File: config.mk
export PLATFORM = sky130hd
export DESIGN_NAME = ssrr_core
export DESIGN_NICKNAME = d
export VERILOG_FILES = /design/src/include/ssrr_pkg.sv /design/src/core/ssrr_core.sv
export SDC_FILE = /design/constraint.sdc
export NUM_CORES = 1
export LEC_CHECK = 0
export ABC_AREA = 0
export ABC_CLOCK_PERIOD_IN_PS = 5500
export BUFFER_PORTS_ARGS = -buffer_cell sky130_fd_sc_hd__buf_2
export CORE_MARGIN = 2
export CORE_UTILIZATION = 41
export DETAILED_ROUTE_END_ITERATION = 10
export HOLD_SLACK_MARGIN = 0.1
export PLACE_DENSITY = 0.58
export SLEW_MARGIN = 20
export SYNTH_ARGS = -nofsm -noshare
export SYNTH_HDL_FRONTEND = slang
export SYNTH_SLANG_ARGS = --single-unit
File: constraint.sdc
create_clock -name clk -period 5.5 [get_ports clk]
set_clock_uncertainty 0.1 [all_clocks]
set_input_delay 1.1 -clock clk [delete_from_list [all_inputs] [get_ports clk]]
set_output_delay 1.1 -clock clk [all_outputs]
set_load 0.005 [all_outputs]
File: src/include/ssrr_pkg.sv
`default_nettype none
package ssrr_pkg;
    // Frame limits and field positions
    localparam int MAX_FRAME = 41;           // Longest legal command frame in bytes
    localparam int REG_COUNT = 16;           // Reference words 0 to 15
    localparam logic [7:0] BCAST_ADDR = 8'h00;
    localparam logic [7:0] FUNC_READ = 8'h03;
    localparam logic [7:0] FUNC_WRITE = 8'h10;
    localparam logic [7:0] FUNC_ERR_BIT = 8'h80;
    localparam logic [7:0] EC_FUNC = 8'h01;  // Unsupported function
    localparam logic [7:0] EC_ADDR = 8'h02;  // Register range error
    localparam logic [7:0] EC_DATA = 8'h03;  // Quantity or length error
    localparam logic [5:0] POS_ADDR = 6'h00;
    localparam logic [5:0] POS_FUNC = 6'h01;
    localparam logic [5:0] POS_START_HI = 6'h02;
    localparam logic [5:0] POS_START_LO = 6'h03;
    localparam logic [5:0] POS_QTY_HI = 6'h04;
    localparam logic [5:0] POS_QTY_LO = 6'h05;
    localparam logic [5:0] POS_BCOUNT = 6'h06;
    localparam logic [5:0] POS_WDATA = 6'h07;
    localparam logic [5:0] POS_RDATA = 6'h03;  // First data byte of a read answer
    localparam logic [5:0] MIN_FRAME = 6'h04;
    localparam logic [5:0] READ_FRAME = 6'h08;
    localparam logic [5:0] WRITE_OVERHEAD = 6'h09;
    localparam logic [5:0] LEN_WRITE_ANS = 6'h06;
    localparam logic [5:0] LEN_ERR_ANS = 6'h03;
    localparam logic [5:0] LEN_READ_HDR = 6'h03;
    localparam logic [5:0] LEN_CRC = 6'h02;
    // CRC-16 settings
    localparam logic [15:0] CRC_INIT = 16'hFFFF;
    localparam logic [15:0] CRC_POLY = 16'hA001;
    localparam logic [15:0] CRC_RESIDUE = 16'h0000;
    // Register indices
    localparam logic [3:0] REG_RUN_CMD = 4'h1;
    localparam logic [3:0] REG_SPEED_REF = 4'h2;
    localparam logic [3:0] REG_LOOP_TARGET = 4'h6;
    localparam logic [3:0] REG_AOUT_ONE = 4'h7;
    localparam logic [3:0] REG_AOUT_TWO = 4'h8;
    localparam logic [3:0] REG_DOUT = 4'h9;
    localparam logic [3:0] REG_REF_SELECT = 4'hF;
    localparam logic [15:0] WRITABLE_MASK = 16'h83C6;  // Words 1,2,6,7,8,9,F
    localparam logic [15:0] REG_RESET = 16'h0000;
    // Analog full scale in counts
    localparam logic signed [15:0] AOUT_FULL_SCALE = 16'sh0604;
    // Bit positions
    localparam int RUN_FWD_BIT = 0;
    localparam int RUN_REV_BIT = 1;
    localparam int RUN_EXT_FAULT_BIT = 2;
    localparam int RUN_FAULT_RESET_BIT = 3;
    localparam int RUN_NET_REF_BIT = 4;
    localparam int RUN_COMM_CTRL_BIT = 5;
    localparam int RUN_MF_LO = 6;
    localparam int RUN_MF_HI = 15;
    localparam int DOUT_RELAY_BIT = 0;
    localparam int DOUT_OPTO_LO = 1;
    localparam int DOUT_OPTO_HI = 4;
    localparam int DOUT_FAULT_EN_BIT = 6;
    localparam int DOUT_FAULT_BIT = 7;
    localparam int SEL_LOOP_TARGET_BIT = 1;
    localparam int SEL_BCAST_LO = 12;
    localparam int SEL_BCAST_HI = 15;

    // Decoded reference outputs handed to the drive logic
    typedef struct packed {
        logic fwd_run;
        logic rev_run;
        logic remote_external_fault;
        logic fault_reset;
        logic network_reference_select;
        logic comm_control_select;
        logic [9:0] mf_input_cmd;            // Inputs 3 to 12
        logic [15:0] speed_reference;
        logic [15:0] loop_target_value;
        logic loop_target_enable;
        logic signed [15:0] analog_out_one;
        logic signed [15:0] analog_out_two;
        logic relay_contact_output;
        logic [3:0] photocoupler_output;
        logic fault_relay_contact;
        logic [3:0] broadcast_enable;
    } ssrr_ref_out_s;

    typedef enum {ST_IDLE, ST_CHECK, ST_WRITE, ST_RESP} ssrr_state_e;
    typedef enum {ANS_WRITE, ANS_READ, ANS_ERR} ssrr_ans_e;
endpackage : ssrr_pkg
`default_nettype wire

File: src/core/ssrr_core.sv
// Summary of operation
// - Write data arrives high byte, low byte, ascending
// - Write frame fields stored into consecutive registers
// - Byte count must equal twice register quantity
// - Good write echoes address, function, start, quantity
// - Failed write answers 90H plus error code
// - Reference words read back last written value
// - Run word bits 0,1 forward and reverse
// - Run word bits 2,3 fault and reset
// - Bits 4,5 selects; bits 6-F inputs 3-12
// - Speed reference word, unit set externally
// - Loop target used only when select bit1
// - Analog outputs signed, full scale 1540
// - Output word bit0 relay, bits1-4 photocouplers
// - Fault contact follows bit7 while bit6 set
// - Select bits C-F enable broadcast inputs
// - Unused addresses hold nothing, read zero
// - CRC-16 starts all ones, covers whole frame
// - Address zero broadcast: act, never answer
`default_nettype none
module ssrr_core (
    // Clock and reset
    input wire logic clk,
    input wire logic rst_b,
    input wire logic clk_en,
    // Configuration
    input wire logic [7:0] slave_addr,
    input wire logic drive_fault,
    // Received byte stream from the link receiver
    input wire logic [7:0] rx_data,
    input wire logic rx_valid,
    input wire logic rx_frame_end,
    // Transmit byte stream to the link transmitter
    output logic [7:0] tx_data,
    output logic tx_valid,
    input wire logic tx_ready,
    // Status
    output logic busy,
    // Decoded reference outputs
    output ssrr_pkg::ssrr_ref_out_s ref_out
);
    // Frame and word storage
    ssrr_pkg::ssrr_state_e state;        // Frame handling phase
    ssrr_pkg::ssrr_ans_e ans_kind;       // Kind of answer being sent
    logic [7:0] rx_buf [ssrr_pkg::MAX_FRAME];  // Whole received frame
    logic [15:0] ref_mem [ssrr_pkg::REG_COUNT]; // Reference words
    logic [5:0] rx_len;                  // Bytes caught in this frame
    logic rx_overflow;                   // Frame longer than any legal one
    logic [15:0] rx_crc;                 // Running CRC over received bytes
    logic [15:0] tx_crc;                 // Running CRC over sent bytes
    logic [5:0] tx_idx;                  // Next answer byte position
    logic [5:0] ans_len;                 // Answer bytes before the CRC
    logic [7:0] err_code;                // Error code for a refused command
    logic [4:0] wr_idx;                  // Word index during the write walk
    logic bcast;                         // Current frame is a broadcast

    // One CRC-16 step over a byte, reflected polynomial, LSB first
    function automatic logic [15:0] crc_step(input logic [15:0] crc, input logic [7:0] b);
        logic [15:0] c;
        c = crc ^ {8'h00, b};
        // Shift once per bit
        for (int i = 0; i < 8; i++) begin
            c = c[0] ? ((c >> 1) ^ ssrr_pkg::CRC_POLY) : (c >> 1);
        end
        return c;
    endfunction : crc_step

    // Field decode of the held frame
    wire [7:0] f_addr = rx_buf[ssrr_pkg::POS_ADDR];
    wire [7:0] f_func = rx_buf[ssrr_pkg::POS_FUNC];
    wire [15:0] f_start = {rx_buf[ssrr_pkg::POS_START_HI],
        rx_buf[ssrr_pkg::POS_START_LO]};
    wire [15:0] f_qty = {rx_buf[ssrr_pkg::POS_QTY_HI],
        rx_buf[ssrr_pkg::POS_QTY_LO]};
    wire [7:0] f_bcount = rx_buf[ssrr_pkg::POS_BCOUNT];
    wire [16:0] f_end = {1'b0, f_start} + {1'b0, f_qty};
    wire is_write = (f_func == ssrr_pkg::FUNC_WRITE);
    wire is_read = (f_func == ssrr_pkg::FUNC_READ);

    // Residue zero over whole frame
    // Frame acceptance: length, CRC residue and addressing
    wire crc_good = (rx_crc == ssrr_pkg::CRC_RESIDUE);
    wire frame_good = !rx_overflow && (rx_len >= ssrr_pkg::MIN_FRAME) && crc_good;
    wire addr_bcast = (f_addr == ssrr_pkg::BCAST_ADDR);
    wire addressed = (f_addr == slave_addr) || addr_bcast;

    // Quantity and length checks; the count of data bytes is twice the words
    wire qty_good = (f_qty != 16'h0000) && (f_qty <= 16'(ssrr_pkg::REG_COUNT));
    wire range_good = (f_end <= 17'(ssrr_pkg::REG_COUNT));
    wire bcount_good = ({8'h00, f_bcount} == {f_qty[14:0], 1'b0});
    wire wlen_good = ({2'b00, rx_len} == ({f_bcount} + 8'(ssrr_pkg::WRITE_OVERHEAD)));
    wire rlen_good = (rx_len == ssrr_pkg::READ_FRAME);
    wire data_bad = is_write ? !(qty_good && bcount_good && wlen_good)
                             : !(qty_good && rlen_good);
    // Error code follows the first failed check
    wire [7:0] next_err = !(is_write || is_read) ? ssrr_pkg::EC_FUNC :
                          data_bad ? ssrr_pkg::EC_DATA : ssrr_pkg::EC_ADDR;
    wire cmd_bad = !(is_write || is_read) || data_bad || !range_good;

    // Write walk addressing: word k takes bytes 7+2k (high) then 8+2k (low)
    wire [3:0] wr_reg = f_start[3:0] + wr_idx[3:0];
    wire [5:0] wr_pos = ssrr_pkg::POS_WDATA + {wr_idx, 1'b0};
    wire [15:0] wr_word = {rx_buf[wr_pos], rx_buf[wr_pos + 6'h01]};
    wire wr_allowed = ssrr_pkg::WRITABLE_MASK[wr_reg];
    wire wr_last = ({11'h000, wr_idx} == f_qty - 16'h0001);

    // Answer byte selection
    // Two bytes per read word
    wire [5:0] rd_off = tx_idx - ssrr_pkg::POS_RDATA;
    wire [3:0] rd_reg = f_start[3:0] + rd_off[4:1];
    wire [15:0] rd_word = ref_mem[rd_reg];
    wire [7:0] rd_byte = rd_off[0] ? rd_word[7:0] : rd_word[15:8];
    logic [7:0] body_byte;
    wire in_body = (tx_idx < ans_len);
    wire in_crc_lo = (tx_idx == ans_len);
    wire ans_done = (tx_idx == ans_len + ssrr_pkg::LEN_CRC);
    wire send_slot = !tx_valid || tx_ready;
    wire [7:0] next_tx = in_body ? body_byte : in_crc_lo ? tx_crc[7:0] : tx_crc[15:8];

    // Body byte of each answer kind
    always_comb begin
        body_byte = f_addr;
        case (ans_kind)
            // Echo of address, function, start and quantity
            ssrr_pkg::ANS_WRITE: begin
                body_byte = rx_buf[tx_idx];
            end
            // Address, function, byte count, then words
            ssrr_pkg::ANS_READ: begin
                if (tx_idx == ssrr_pkg::POS_RDATA - 6'h01) begin
                    body_byte = {f_qty[6:0], 1'b0};
                end else if (tx_idx < ssrr_pkg::POS_RDATA) begin
                    body_byte = rx_buf[tx_idx];
                end else begin
                    body_byte = rd_byte;
                end
            end
            // Address, function with top bit, error code
            ssrr_pkg::ANS_ERR: begin
                if (tx_idx == ssrr_pkg::POS_FUNC) begin
                    body_byte = f_func | ssrr_pkg::FUNC_ERR_BIT;
                end else if (tx_idx == ssrr_pkg::POS_START_HI) begin
                    body_byte = err_code;
                end else begin
                    body_byte = f_addr;
                end
            end
            default: begin
                body_byte = f_addr;
            end
        endcase
    end

    // Receive capture; bytes arriving while a frame is handled are ignored
    always_ff @(posedge clk or negedge rst_b) begin
        if (!rst_b) begin
            rx_len <= 6'h00;
            rx_overflow <= 1'b0;
            rx_crc <= ssrr_pkg::CRC_INIT;
        end else if (clk_en) begin
            if (state == ssrr_pkg::ST_IDLE && rx_valid) begin
                if (rx_len < 6'(ssrr_pkg::MAX_FRAME)) begin
                    rx_len <= rx_len + 6'h01;
                end else begin
                    rx_overflow <= 1'b1;                                  // Too long, drop
                end
                rx_crc <= crc_step(rx_crc, rx_data);
            end else if (state == ssrr_pkg::ST_CHECK) begin
                // Fresh start for the next frame, CRC from all ones
                rx_len <= 6'h00;
                rx_overflow <= 1'b0;
                rx_crc <= ssrr_pkg::CRC_INIT;
            end
        end
    end

    // Length limit guards the store
    // Frame byte store; no reset needed on the data path
    always_ff @(posedge clk) begin
        if (clk_en && state == ssrr_pkg::ST_IDLE && rx_valid
                && rx_len < 6'(ssrr_pkg::MAX_FRAME)) begin
            rx_buf[rx_len] <= rx_data;
        end
    end

    // Frame handling sequence
    always_ff @(posedge clk or negedge rst_b) begin
        if (!rst_b) begin
            state <= ssrr_pkg::ST_IDLE;
            ans_kind <= ssrr_pkg::ANS_WRITE;
            ans_len <= 6'h00;
            err_code <= 8'h00;
            wr_idx <= 5'h00;
            bcast <= 1'b0;
        end else if (clk_en) begin
            case (state)
                // Gather bytes until the gap marks the frame end
                ssrr_pkg::ST_IDLE: begin
                    if (rx_frame_end && rx_len != 6'h00) begin
                        state <= ssrr_pkg::ST_CHECK;
                    end
                end
                // Judge the frame; bad CRC or foreign address is silent
                ssrr_pkg::ST_CHECK: begin
                    bcast <= addr_bcast;
                    wr_idx <= 5'h00;
                    err_code <= next_err;
                    if (!frame_good || !addressed) begin
                        state <= ssrr_pkg::ST_IDLE;
                    end else if (cmd_bad) begin
                        ans_kind <= ssrr_pkg::ANS_ERR;
                        ans_len <= ssrr_pkg::LEN_ERR_ANS;
                        state <= addr_bcast ? ssrr_pkg::ST_IDLE : ssrr_pkg::ST_RESP;
                    end else if (is_write) begin
                        ans_kind <= ssrr_pkg::ANS_WRITE;
                        ans_len <= ssrr_pkg::LEN_WRITE_ANS;
                        state <= ssrr_pkg::ST_WRITE;
                    end else begin
                        ans_kind <= ssrr_pkg::ANS_READ;
                        ans_len <= ssrr_pkg::LEN_READ_HDR + {f_qty[4:0], 1'b0};
                        state <= addr_bcast ? ssrr_pkg::ST_IDLE : ssrr_pkg::ST_RESP;
                    end
                end
                // One word per cycle into consecutive registers
                ssrr_pkg::ST_WRITE: begin
                    wr_idx <= wr_idx + 5'h01;
                    if (wr_last) begin
                        state <= bcast ? ssrr_pkg::ST_IDLE : ssrr_pkg::ST_RESP;
                    end
                end
                // Answer bytes go out under the transmitter's ready
                ssrr_pkg::ST_RESP: begin
                    if (send_slot && ans_done) begin
                        state <= ssrr_pkg::ST_IDLE;
                    end
                end
                default: begin
                    state <= ssrr_pkg::ST_IDLE;
                end
            endcase
        end
    end

    // Reset clears every word
    // Reference word store; unused addresses never take data
    always_ff @(posedge clk or negedge rst_b) begin
        if (!rst_b) begin
            for (int i = 0; i < ssrr_pkg::REG_COUNT; i++) begin
                ref_mem[i] <= ssrr_pkg::REG_RESET;
            end
        end else if (clk_en && state == ssrr_pkg::ST_WRITE && wr_allowed) begin
            ref_mem[wr_reg] <= wr_word;
        end
    end

    // CRC bytes never feed the CRC
    // Transmit side: one byte held until the transmitter takes it
    always_ff @(posedge clk or negedge rst_b) begin
        if (!rst_b) begin
            tx_data <= 8'h00;
            tx_valid <= 1'b0;
            tx_idx <= 6'h00;
            tx_crc <= ssrr_pkg::CRC_INIT;
        end else if (clk_en) begin
            if (state == ssrr_pkg::ST_RESP && send_slot) begin
                if (ans_done) begin
                    tx_valid <= 1'b0;
                end else begin
                    tx_data <= next_tx;
                    tx_valid <= 1'b1;
                    tx_idx <= tx_idx + 6'h01;
                    if (in_body) begin
                        tx_crc <= crc_step(tx_crc, next_tx);
                    end
                end
            end else if (state != ssrr_pkg::ST_RESP) begin
                tx_idx <= 6'h00;
                tx_crc <= ssrr_pkg::CRC_INIT;
            end
        end
    end

    // Decode of the stored words into drive controls
    wire [15:0] run_w = ref_mem[ssrr_pkg::REG_RUN_CMD];
    wire [15:0] dout_w = ref_mem[ssrr_pkg::REG_DOUT];
    wire [15:0] sel_w = ref_mem[ssrr_pkg::REG_REF_SELECT];
    wire signed [15:0] aout1_w =
        ref_mem[ssrr_pkg::REG_AOUT_ONE];
    wire signed [15:0] aout2_w =
        ref_mem[ssrr_pkg::REG_AOUT_TWO];

    // Counts beyond full scale are held at full scale, so the DAC never wraps
    function automatic logic signed [15:0] clamp_fs(input logic signed [15:0] v);
        if (v > ssrr_pkg::AOUT_FULL_SCALE) begin
            return ssrr_pkg::AOUT_FULL_SCALE;
        end else if (v < -ssrr_pkg::AOUT_FULL_SCALE) begin
            return -ssrr_pkg::AOUT_FULL_SCALE;
        end
        return v;
    endfunction : clamp_fs

    // Next output flop values
    ssrr_pkg::ssrr_ref_out_s next_ref_out;
    always_comb begin
        next_ref_out.fwd_run = run_w[ssrr_pkg::RUN_FWD_BIT];
        next_ref_out.rev_run = run_w[ssrr_pkg::RUN_REV_BIT];
        next_ref_out.remote_external_fault = run_w[ssrr_pkg::RUN_EXT_FAULT_BIT];
        next_ref_out.fault_reset = run_w[ssrr_pkg::RUN_FAULT_RESET_BIT];
        next_ref_out.network_reference_select = run_w[ssrr_pkg::RUN_NET_REF_BIT];
        next_ref_out.comm_control_select = run_w[ssrr_pkg::RUN_COMM_CTRL_BIT];
        next_ref_out.mf_input_cmd = run_w[ssrr_pkg::RUN_MF_HI:ssrr_pkg::RUN_MF_LO];
        // Scaling is applied downstream by the display unit setting
        next_ref_out.speed_reference = ref_mem[ssrr_pkg::REG_SPEED_REF];
        next_ref_out.loop_target_value = ref_mem[ssrr_pkg::REG_LOOP_TARGET];
        next_ref_out.loop_target_enable = sel_w[ssrr_pkg::SEL_LOOP_TARGET_BIT];
        next_ref_out.analog_out_one = clamp_fs(aout1_w);
        next_ref_out.analog_out_two = clamp_fs(aout2_w);
        next_ref_out.relay_contact_output = dout_w[ssrr_pkg::DOUT_RELAY_BIT];
        next_ref_out.photocoupler_output =
            dout_w[ssrr_pkg::DOUT_OPTO_HI:ssrr_pkg::DOUT_OPTO_LO];
        // Fault contact shows the drive's own fault unless the link takes it over
        next_ref_out.fault_relay_contact = dout_w[ssrr_pkg::DOUT_FAULT_EN_BIT]
            ? dout_w[ssrr_pkg::DOUT_FAULT_BIT] : drive_fault;
        next_ref_out.broadcast_enable =
            sel_w[ssrr_pkg::SEL_BCAST_HI:ssrr_pkg::SEL_BCAST_LO];
    end

    // Outputs straight from flops
    // Output flops for controls and status
    always_ff @(posedge clk or negedge rst_b) begin
        if (!rst_b) begin
            ref_out <= '0;
            busy <= 1'b0;
        end else if (clk_en) begin
            ref_out <= next_ref_out;
            busy <= (state != ssrr_pkg::ST_IDLE);
        end
    end
endmodule : ssrr_core
`default_nettype wire

### After elaboration in Yosys (flattened, before gate mapping)

Memories as Yosys holds them, arrays and structs flattened.
Cells that the tools add are included.

* bits in registers: 486
* memory bits (writable): 328
* ROM bits: 16
* bits of input ports: 23
* output and inout port bits: 101
* word-level logic and storage cells: 253
* memories: 2

* add/sub/neg operators: 13
* $lt $le $gt $ge: 14
* equal/unequal tests: 27
* mux-type cells: 77
* bitwise gates (word level): 22
* reductions and logical operators: 52

Memories
* rx_buf: depth 41, bits a word 8, read ports 10, clocked after Yosys merged registers in 0, wr ports 1, RTL line ssrr_core.sv:45 `logic [7:0] rx_buf [ssrr_pkg::MAX_FRAME];`
* (name not given): depth 16, bits a word 1, read ports 1, clocked after Yosys merged registers in 0, wr ports 0, RTL line ssrr_core.sv:104 `wire wr_allowed = ssrr_pkg::WRITABLE_MASK[wr_reg];`

Operators with widths (number)
* $mux 16: 31
* $bwmux 256: 1
* $eq 32x2->1 const B: 4
* $pmux 32 s4: 1
* $logic_not 32->1: 3
* $mux 32: 3
* $bmux 16 s4: 1
* $demux 16 s4: 1
* $eq 32x1->1 const B: 2
* $eq 32x3->1 const B: 2
* $mux 8: 7
* $mux 6: 8
* $not 2->3: 16
* $gt 16x12->1 const B: 2
* $lt 16x12->1 const B: 2
* $ne 32x3->1 const B: 1
* $reduce_bool 32->1: 1
* $xor 16x8->16: 2
* $pmux 8 s3: 1
* $add 6x1->6 const B: 3
* $add 16x16->17: 1
* $le 17x5->1 const B: 1
* $eq 5x16->1: 1
* $eq 8x16->1: 1
* other kinds (42): 109

### Longest topological paths before layout

Gate-level depths: netlist (run 1).

* word-level depth: 31
* gate-level depth with buffers: 24

### Least setup slack after synthesis (run 1)

OpenSTA, ideal clock, no wires.

* path kind: register to register
* from: register tx_idx[2]
* to: register tx_crc[0]
* setup time: 73 ps
* arrival: 5574 ps
* setup slack: -247 ps
* stages on the path, launching flop included: 23
* clock period less this slack: 5747 ps
* cells stage by stage: dfrtp_1 -> buf_2 -> buf_2 -> buf_2 -> buf_4 -> clkbuf_1 -> xnor2_1 -> inv_1 -> fa_1 -> buf_2 -> buf_2 -> clkbuf_1 -> clkbuf_1 -> mux4_2 -> mux2i_1 -> nor3_1 -> nor4_1 -> o22ai_1 -> xor2_1 -> xor2_1 -> xnor3_2 -> xnor3_1 -> a21oi_1

* word-level cells in the longest chain between the ends: 24

RTL lines
* from (decl): RTL line ssrr_core.sv:51 `logic [5:0] tx_idx;`
* from (signal assigned): RTL line ssrr_core.sv:271 `tx_idx <= tx_idx + 6'h01;`
* $sub 5x2->5: RTL line ssrr_core.sv:109 `wire [5:0] rd_off = tx_idx - ssrr_pkg::POS_RDATA;`
* $add 4x4->4: RTL line ssrr_core.sv:110 `wire [3:0] rd_reg = f_start[3:0] + rd_off[4:1];`
* $not 4->5 (implied by the code): RTL line ssrr_core.sv:111 `wire [15:0] rd_word = ref_mem[rd_reg];`
* $bmux 16 s4: RTL line ssrr_core.sv:111
* $mux 16 (implied by the code) (2 in a row): RTL line ssrr_core.sv:111
* $mux 8: RTL line ssrr_core.sv:112 `wire [7:0] rd_byte = rd_off[0] ? rd_word[7:0] : rd_word[15:8];`
* $mux 8: RTL line ssrr_core.sv:132 `end else if (tx_idx < ssrr_pkg::POS_RDATA) begin`
* $mux 8: RTL line ssrr_core.sv:130 `if (tx_idx == ssrr_pkg::POS_RDATA - 6'h01) begin`
* $pmux 8 s3: RTL line ssrr_core.sv:123 `case (ans_kind)`
* $mux 8: RTL line ssrr_core.sv:118 `wire [7:0] next_tx = in_body ? body_byte : in_crc_lo ? tx_crc[7:0] : tx_crc[15:8];`
* $xor 16x8->16: RTL line ssrr_core.sv:60 `c = crc ^ {8'h00, b};`
* $mux 16 / $not 2->3 (equally long branches) (6 in a row)
* $not 2->3 (no line) / $mux 16 (equally long branches)
* $mux 16 (2 in a row): RTL line ssrr_core.sv:63 `c = c[0] ? ((c >> 1) ^ ssrr_pkg::CRC_POLY) : (c >> 1);`
* $mux 16: RTL line ssrr_core.sv:272 `if (in_body) begin`
* $mux 16: RTL line ssrr_core.sv:266 `if (ans_done) begin`
* $mux 16: RTL line ssrr_core.sv:265 `if (state == ssrr_pkg::ST_RESP && send_slot) begin`
* to (signal assigned): RTL line ssrr_core.sv:263 `tx_crc <= ssrr_pkg::CRC_INIT;`
* to (signal assigned): RTL line ssrr_core.sv:273 `tx_crc <= crc_step(tx_crc, next_tx);`
* to (signal assigned): RTL line ssrr_core.sv:278 `tx_crc <= ssrr_pkg::CRC_INIT;`
* to (decl): RTL line ssrr_core.sv:50 `logic [15:0] tx_crc;`

Parallel ways exist; a longest one is shown, timed or not. The select of a mux whose other input is x is not followed.
A chain may end at the register's enable or synchronous reset.

### Worst setup path in the final report (run 1)

* from: register tx_idx[0]
* to: register tx_crc[0]

Same word-level chain as after synthesis.

==> qor.csv, run 1 <==
stage,metric,value,unit
sta,tightestPinTransition,1.22,ns
route,ant_nets,0,
yosys,synth_area,0.0394,mm2
setup_path,worstPathMaxFanout,9,
grt,grt_pass1_wl,177,mm
power_and_ir_drop,pwr-share-comb,7.3,%
layout,final_util,47.3,%
hold_path,hold_class,in -> async,
yosys,async_reset_ff_share,52.2,%
setup_path,endpoint_kind,register,
floorplanning,rows,113,
grt,grt_antenna_before_repair,7,
sta,max_slew_margin,18.7,%
route,dr.pass1.iters,5,
yosys,synth_warnings,0,
yosys,synth_cells,2643,
clocking,clock_path_buffers,3,
sta,hold_viol,0,
placement,hpwl,83.0,mm
clocking,numCtsBuffers,84,
route,wl,120,mm
power_and_ir_drop,p_seq_share,48.5,%
clocking,root_buffer,clkbuf_16,
setup_path,critPathKind,reg -> reg,
power_and_ir_drop,p_total,13.6,mW
clocking,ctsHoldBuffers,0,
layout,area_growth,14.1,%
setup_path,crit_required,5.98,ns
clocking,path_clk_slew,0.06,ns
floorplanning,start_util,41.4,%
layout,fin_area,0.0449,mm2
route,viasPerCell,6.08,
sta,setup_viol,0,
outcome,outcome,"complete, no violations",
placement,dp_slack,-0.0724,ns
route,num_vias,25300,
yosys,yosys.area.top_type,edfxtp_1,
grt,track_usage,24.4,%
clocking,cts_tree,yes,
layout,fin_nets,2905,
clocking,cts.sinks,804,
sta,finalCriticalPeriod,5.32,ns
grt,grt_overflow,0,
floorplanning,core,0.0950,mm2
yosys,synth_edf_count,384,
floorplanning,die_width,314,um
clocking,htreeDepth,3,
power_and_ir_drop,p_int,10.4,mW
setup_path,worstPathArrival,5.80,ns
power_and_ir_drop,swShare,23.7,%
job,cap_violations,0,
placement,gp_congestion,0.931,
power_and_ir_drop,p_per_area,303,mW/mm2
placement,portBuffers,123,
layout,num_antenna_cells,0,
route,drt_iter0_drc,2877,
yosys,synth-seq-area-share,56.1,%
floorplanning,top_level_ports,124,
yosys,synth_top_flop_cell,dfrtp_1,
sta,setup_ws,0.180,ns
power_and_ir_drop,irDropWorstVdd,0.230,mV
placement,placed_area,0.0420,mm2
clocking,clkLatencyLatePin,0.65,ns
yosys,ys_top_cells_by_area,"edfxtp_1 29%, dfrtp_1 25%, mux4_2 16%, mux2_2 9.2%, dfstp_2 2.1%",
power_and_ir_drop,clkPwrFrac,44.2,%
sta,max_freq,0.188,GHz
grt,grt_max_degree,141,
yosys,synth_cell_types,85,
route,drc,0,
yosys,avgSynthCellArea,14.9,um2
sta,slew_violations,0,
layout,fillers,8153,
layout,drive_above_1_share,35.7,%
floorplanning,die_y,314,um
route,wl_per_cell,28.9,um
yosys,ys_seq_elements,804,
power_and_ir_drop,leakage,17.8,nW
setup_path,start_kind,register,
grt,grt_pass1_vias,25600,
sta,finalCritPeriodShare,96.7,%
power_and_ir_drop,switching_power,3.23,mW
yosys,synth_top_area_share,29.3,%
floorplanning,dieArea,0.0985,mm2
==> worst max-delay path, stage by stage (launching register included) <==
cell and delay [ns]:
dfrtp_4 0.46, clkinv_1 0.10, ha_1 0.31, inv_1 0.09, ha_4 0.13, inv_1 0.05, fa_4 0.88, buf_4 0.22
mux4_2 0.31, mux4_2 0.54, nor3_2 0.15, nor3_2 0.10, a2111oi_4 0.32, and4b_4 0.25, xor2_1 0.28, xnor3_2 0.42
xnor3_1 0.35, a21oi_1 0.19
==> cell usage after synthesis, types with 7 or more instances <==
library cell,number
dfrtp_1,388
edfxtp_1,384
mux2_2,321
mux4_2,272
nor2_1,160
nand2_1,159
clkbuf_1,109
o21ai_0,86
a21oi_1,76
xnor2_1,67
mux2i_1,58
inv_1,52
ha_1,48
nand3_1,48
nor3_1,38
dfstp_2,32
xor2_1,29
o22ai_1,23
buf_2,19
nor4_1,16
a31oi_1,14
nand4_1,14
o2bb2ai_1,13
buf_1,12
buf_4,12
a21o_1,11
nor2b_1,11
a22o_1,10
o22a_1,10
buf_6,9
a211oi_1,8
a22oi_1,7
o21a_1,7
==> cell usage in the layout (no fill, tap or decap), drive strengths merged, types with 7 or more instances in the layout <==
master / n
edfxtp: 384
clkbuf: 105
a22oi: 7
bufinv: 13
o21a: 7
buf: 232
a31oi: 14
nor4: 17
clkinvlp: 10
o22ai: 23
clkinv: 23
nor3: 41
conb: 32
o22a: 10
nand4: 14
mux2i: 58
xnor2: 69
a22o: 11
inv: 56
a21oi: 76
dfstp: 32
a21o: 11
xor2: 31
o21ai: 91
nor2: 162
mux4: 274
ha: 48
a211oi: 9
o2bb2ai: 13
nand2: 159
nand3: 48
dfrtp: 388
nor2b: 11
mux2: 321
==> power groups by stage <==
stage	logic [mW]	registers, mW	clock network (mW)
floorplan	0.632	6.66	0
global placement	0.967	6.72	0
global route	1.09	6.62	6.37
detailed placement	0.987	6.72	0
finish	0.991	6.61	6.03
CTS	0.990	6.61	6.13
==> layout make-up <==
cell class	count	area, um2	area share, %
Clock inverter	48	622	1.38
Multi-Input combinational cell	1655	16600	36.9
Timing Repair Buffer	232	1580	3.51
Inverter	54	203	0.451
Tap cell	1265	1580	3.52
Clock buffer	105	2280	5.08
Sequential cell	804	22100	49.2
==> sequential cells by signal (all words and copies together), names as in the netlist, 16 cells and up <==
| name | flops |
|---|---|
| aout1_w | 16 |
| aout2_w | 16 |
| dout_w | 16 |
| next_ref_out | 32 |
| ref_mem | 144 |
| ref_out | 91 |
| run_w | 16 |
| rx_buf | 384 |
| rx_crc | 16 |
| sel_w | 16 |
| tx_crc | 16 |
==> repair_timing <==
action | CTS | global route
gates cloned | 0 | 0
gates resized for setup | 1 | 3
pin swaps | 0 | 2
setup buffers | 0 | 1
setup endpoints to repair | 1 | 3
==> logic make-up (layout without fill, tap and decap cells) <==
family                   Yosys count  count (layout)  synth area share (%)
AO/OA/AOI/OAI                    323             323                  5.30
XOR/XNOR                         102             102                  2.45
adder cells (fa/ha/maj)           51              51                  1.68
buffers and inverters            215             439                  2.40
flip-flops                       804             804                  56.1
multiplexers                     653             653                  26.4
other                              1              32               0.00953
AND/OR/NAND/NOR                  494             494                  5.72
==> metal layers <==
metal | GRT usage (%) | vias to the layer above | wire, um
met5 | 0 | - | 9
met1 | 34.0 | 13300 | 49900
li1 | - | 10600 | -
met3 | 4.53 | 190 | 9780
met4 | 8.17 | 2 | 3740
met2 | 38.7 | 1216 | 56700
==> metrics by stage <==
stage,cells,hold slack (ns),TNS (ns)
2_1_floorplan,2674,0.340,0
3_3_place_gp,4009,0.353,0
3_5_place_dp,4009,0.365,-0.0724
4_1_cts,4162,0.264,0
5_1_grt,4163,0.281,-0.00234
6_report,4163,0.264,0
==> path summary, 6_finish.rpt <==
kind / endpoint / slack [ns] / cells past startpoint / startpoint
max: tx_crc[0]$_DFFE_PN1P_ / 0.18 / 17 / tx_idx[0]$_DFFE_PN0P_
min: tx_data[5]$_DFFE_PN0P_ / 0.26 / 1 / rst_b
max reg2reg: tx_crc[0]$_DFFE_PN1P_ / 0.18 / 17 / tx_idx[0]$_DFFE_PN0P_
min reg2reg: rx_crc[2]$_DFFE_PN1P_ / 0.37 / 2 / rx_crc[10]$_DFFE_PN1P_
max in group asynchronous: tx_idx[1]$_DFFE_PN0P_ / 3.81 / 2 / rst_b
min in group clk: rx_crc[2]$_DFFE_PN1P_ / 0.37 / 2 / rx_crc[10]$_DFFE_PN1P_
(Power assumes the default switching activity.)
==> inputs of run 2 (changes only) <==
--- a/config.mk
+++ b/config.mk
@@ -13,6 +13,7 @@
 export DETAILED_ROUTE_END_ITERATION = 10
 export HOLD_SLACK_MARGIN = 0.1
 export PLACE_DENSITY = 0.58
+export SETUP_SLACK_MARGIN = 0.2
 export SLEW_MARGIN = 20
 export SYNTH_ARGS = -nofsm -noshare
 export SYNTH_HDL_FRONTEND = slang
==> constraint.sdc (replaced) <==
create_clock -name clk -period 5.5 [get_ports clk]
set_clock_uncertainty 0.1 [all_clocks]
set_input_delay 1.1 -clock clk [delete_from_list [all_inputs] [get_ports clk]]
set_output_delay 1.1 -clock clk [all_outputs]
set_load 0.05 [all_outputs]
==> qor.csv, run 2 (same netlist as run 1, synthesis figures left out) <==
stage,metric,value,unit,change
route,viasPerCell,6.10,,was 6.08
clocking,cts_tree,yes,,unchanged
layout,drive_above_1_share,35.8,%,was 35.7%
route,wl_per_cell,29.1,um,was 28.9 um
setup_path,critPathKind,reg -> reg,,unchanged
sta,slew_violations,0,,unchanged
sta,hold_viol,0,,unchanged
layout,fin_area,0.0448,mm2,was 0.0449 mm2
setup_path,crit_chain,"clkinv_2, ha_1, inv_1, ha_4, inv_1, fa_4, buf_12, mux4_2, nor2_1, nor2_1, o21ai_2, a211oi_1, nor4_2, buf_4, o22ai_1, xor2_1, xor2_1, xnor3_2, xnor3_1, a21oi_1",,"was clkinv_1, ha_1, inv_1, ha_4, inv_1, fa_4, buf_4, mux4_2, mux4_2, nor3_2, nor3_2, a2111oi_4, and4b_4, xor2_1, xnor3_2, xnor3_1, a21oi_1"
placement,placed_area,0.0419,mm2,was 0.0420 mm2
power_and_ir_drop,swShare,24.4,%,was 23.7%
setup_path,r2r_cells,20,,was 17
sta,fin_setup_tns,0,ns,unchanged
layout,area_growth,13.9,%,was 14.1%
outcome,outcome,"complete, no violations",,unchanged
floorplanning,start_util,41.4,%,unchanged
route,dr.pass1.iters,5,,unchanged
clocking,root_buffer,clkbuf_16,,unchanged
placement,hpwl,84.0,mm,was 83.0 mm
setup_path,worstPathMaxFanout,26,,was 9
job,cap_violations,0,,unchanged
placement,gp_congestion,0.932,,was 0.931
clocking,path_clk_slew,0.07,ns,was 0.06 ns
setup_path,worstPathArrival,5.59,ns,was 5.80 ns
sta,whs,0.357,ns,was 0.264 ns
hold_path,hp-start,rx_crc[13]$_DFFE_PN1P_,,
grt,grt_overflow,0,,unchanged
power_and_ir_drop,leakage,17.8,nW,about the same
sta,max_slew_margin,19.9,%,was 18.7%
floorplanning,dieArea,0.0985,mm2,unchanged
route,num_vias,25400,,"was 25,300"
clocking,ctsHoldBuffers,0,,unchanged
clocking,clkLatencyLatePin,0.66,ns,was 0.65 ns
power_and_ir_drop,switching_power,3.26,mW,was 3.23 mW
layout,reg_top3,"rx_buf x384, ref_mem x144, ref_out x91",,unchanged
setup_path,cp_num_buf_inv,5,,was 4
grt,track_usage,24.8,%,was 24.4%
floorplanning,rows,113,,unchanged
power_and_ir_drop,p_per_area,298,mW/mm2,was 303 mW/mm2
power_and_ir_drop,pwr-share-comb,7.7,%,was 7.3%
power_and_ir_drop,p_seq_share,49.4,%,was 48.5%
clocking,htreeDepth,3,,unchanged
floorplanning,top_level_ports,124,,unchanged
layout,num_antenna_cells,0,,unchanged
route,ant_nets,0,,unchanged
power_and_ir_drop,irDropWorstVdd,0.201,mV,was 0.230 mV
layout,fin_nets,2908,,"was 2,905"
clocking,clock_path_buffers,3,,unchanged
hold_path,whs_path_depth,2,,
layout,largest_reg_flops,384,,unchanged
sta,max_freq,0.196,GHz,was 0.188 GHz
layout,layout_common_cells,"384 x dfrtp_1, 384 x edfxtp_1, 321 x mux2_2, 272 x mux4_2, 159 x nor2_1",,"was 384 x dfrtp_1, 384 x edfxtp_1, 321 x mux2_2, 272 x mux4_2, 160 x nor2_1"
setup_path,endpoint_kind,register,,unchanged
route,drc,0,,unchanged
grt,grt_pass1_wl,179,mm,was 177 mm
clocking,cts.sinks,804,,unchanged
setup_path,crit_family,adder cells,,unchanged
setup_path,critPathMaxStageDelay,0.79,ns,was 0.88 ns
setup_path,critPathSlowestCell,fa_4,,unchanged
sta,finalCriticalPeriod,5.11,ns,was 5.32 ns
power_and_ir_drop,clkPwrFrac,42.9,%,was 44.2%
layout,regMostFlops,rx_buf,,unchanged
floorplanning,die_y,314,um,unchanged
floorplanning,core,0.0950,mm2,unchanged
grt,grt_max_degree,114,,was 141
clocking,numCtsBuffers,88,,was 84
sta,rsz0062_at_grt,no,,
sta,finalCritPeriodShare,93.0,%,was 96.7%
floorplanning,die_width,314,um,unchanged
placement,portBuffers,123,,unchanged
hold_path,hold_end,rx_crc[5]$_DFFE_PN1P_,,
grt,grt_antenna_before_repair,3,,was 7
route,drt_iter0_drc,2921,,"was 2,877"
setup_path,r2r_start,tx_idx[0]$_DFFE_PN0P_,,unchanged
setup_path,r2r_end,tx_crc[0]$_DFFE_PN1P_,,unchanged
sta,tightestPinTransition,1.20,ns,was 1.22 ns
setup_path,crit_required,5.98,ns,about the same
power_and_ir_drop,p_int,10.1,mW,was 10.4 mW
setup_path,start_kind,register,,unchanged
setup_path,r2r_setup_slack,0.39,ns,was 0.18 ns
grt,grt_pass1_vias,25800,,"was 25,600"
hold_path,hold_class,reg -> reg,,was in -> async
route,wl,121,mm,was 120 mm
sta,setup_viol,0,,unchanged
layout,final_util,47.2,%,was 47.3%
run 2: power groups by stage:
stage          Clock [mW]  Sequential (mW)  Combinational, mW
2_1_floorplan           0             6.68              0.632
3_3_place_gp            0             6.72              0.989
3_5_place_dp            0             6.72               1.00
4_1_cts              5.84             6.60               1.01
5_1_grt              6.08             6.62               1.12
6_report             5.74             6.61               1.03
run 2: tightest hold or removal path: cells and delay by family, from the launching register on:
kind | cells | cell delay [ns]
AND/OR/NAND/NOR | 2 | 0.09
flip-flops | 1 | 0.37
run 2: how the worst max path moves through the flow:
stage / startpoint / endpoint / slack (ns) / depth (start not counted)
floorplan: tx_idx[0]$_DFFE_PN0P_ / tx_crc[0]$_DFFE_PN1P_ / 0.21 / 21
global placement: tx_idx[0]$_DFFE_PN0P_ / tx_crc[0]$_DFFE_PN1P_ / 0.21 / 18
detailed placement: tx_idx[0]$_DFFE_PN0P_ / tx_crc[0]$_DFFE_PN1P_ / 0.08 / 18
CTS: tx_idx[0]$_DFFE_PN0P_ / tx_crc[0]$_DFFE_PN1P_ / 0.22 / 18
global route: tx_idx[0]$_DFFE_PN0P_ / tx_crc[0]$_DFFE_PN1P_ / 0.21 / 15
finish: tx_idx[0]$_DFFE_PN0P_ / tx_crc[0]$_DFFE_PN1P_ / 0.39 / 20
run 2: through the flow:
step	power (mW)	std cells	setup WS [ns]
global route	13.8	4166	0.207
detailed placement	7.72	4003	0.0784
floorplan	7.31	2674	0.210
global placement	7.70	4003	0.207
CTS	13.5	4160	0.216
finish	13.4	4166	0.386
run 2: final cells by class:
type                       count  area, um2
fill                        8206      50200
sequential                   804      22100
multi-input combinational   1655      16600
clock buffer                 111       2400
tap                         1265       1580
timing repair buffer         231       1580
clock inverter                46        374
inverter                      54        204
run 2: metal layers:
| metal | wire (um) | global-route usage [%] | vias to the layer above |
|---|---|---|---|
| met5 | 8 | 0 | - |
| met4 | 3650 | 7.91 | 2 |
| met3 | 10100 | 5.15 | 222 |
| met2 | 57900 | 39.7 | 1237 |
| met1 | 49800 | 34.0 | 13400 |
| li1 | - | - | 10600 |
run 2: repair_timing:
item                                    4_1_cts  5_1_grt
endpoints found under the setup margin        3        3
pin swaps                                     0        3
resized for setup                             1        8
setup buffers                                 0        6
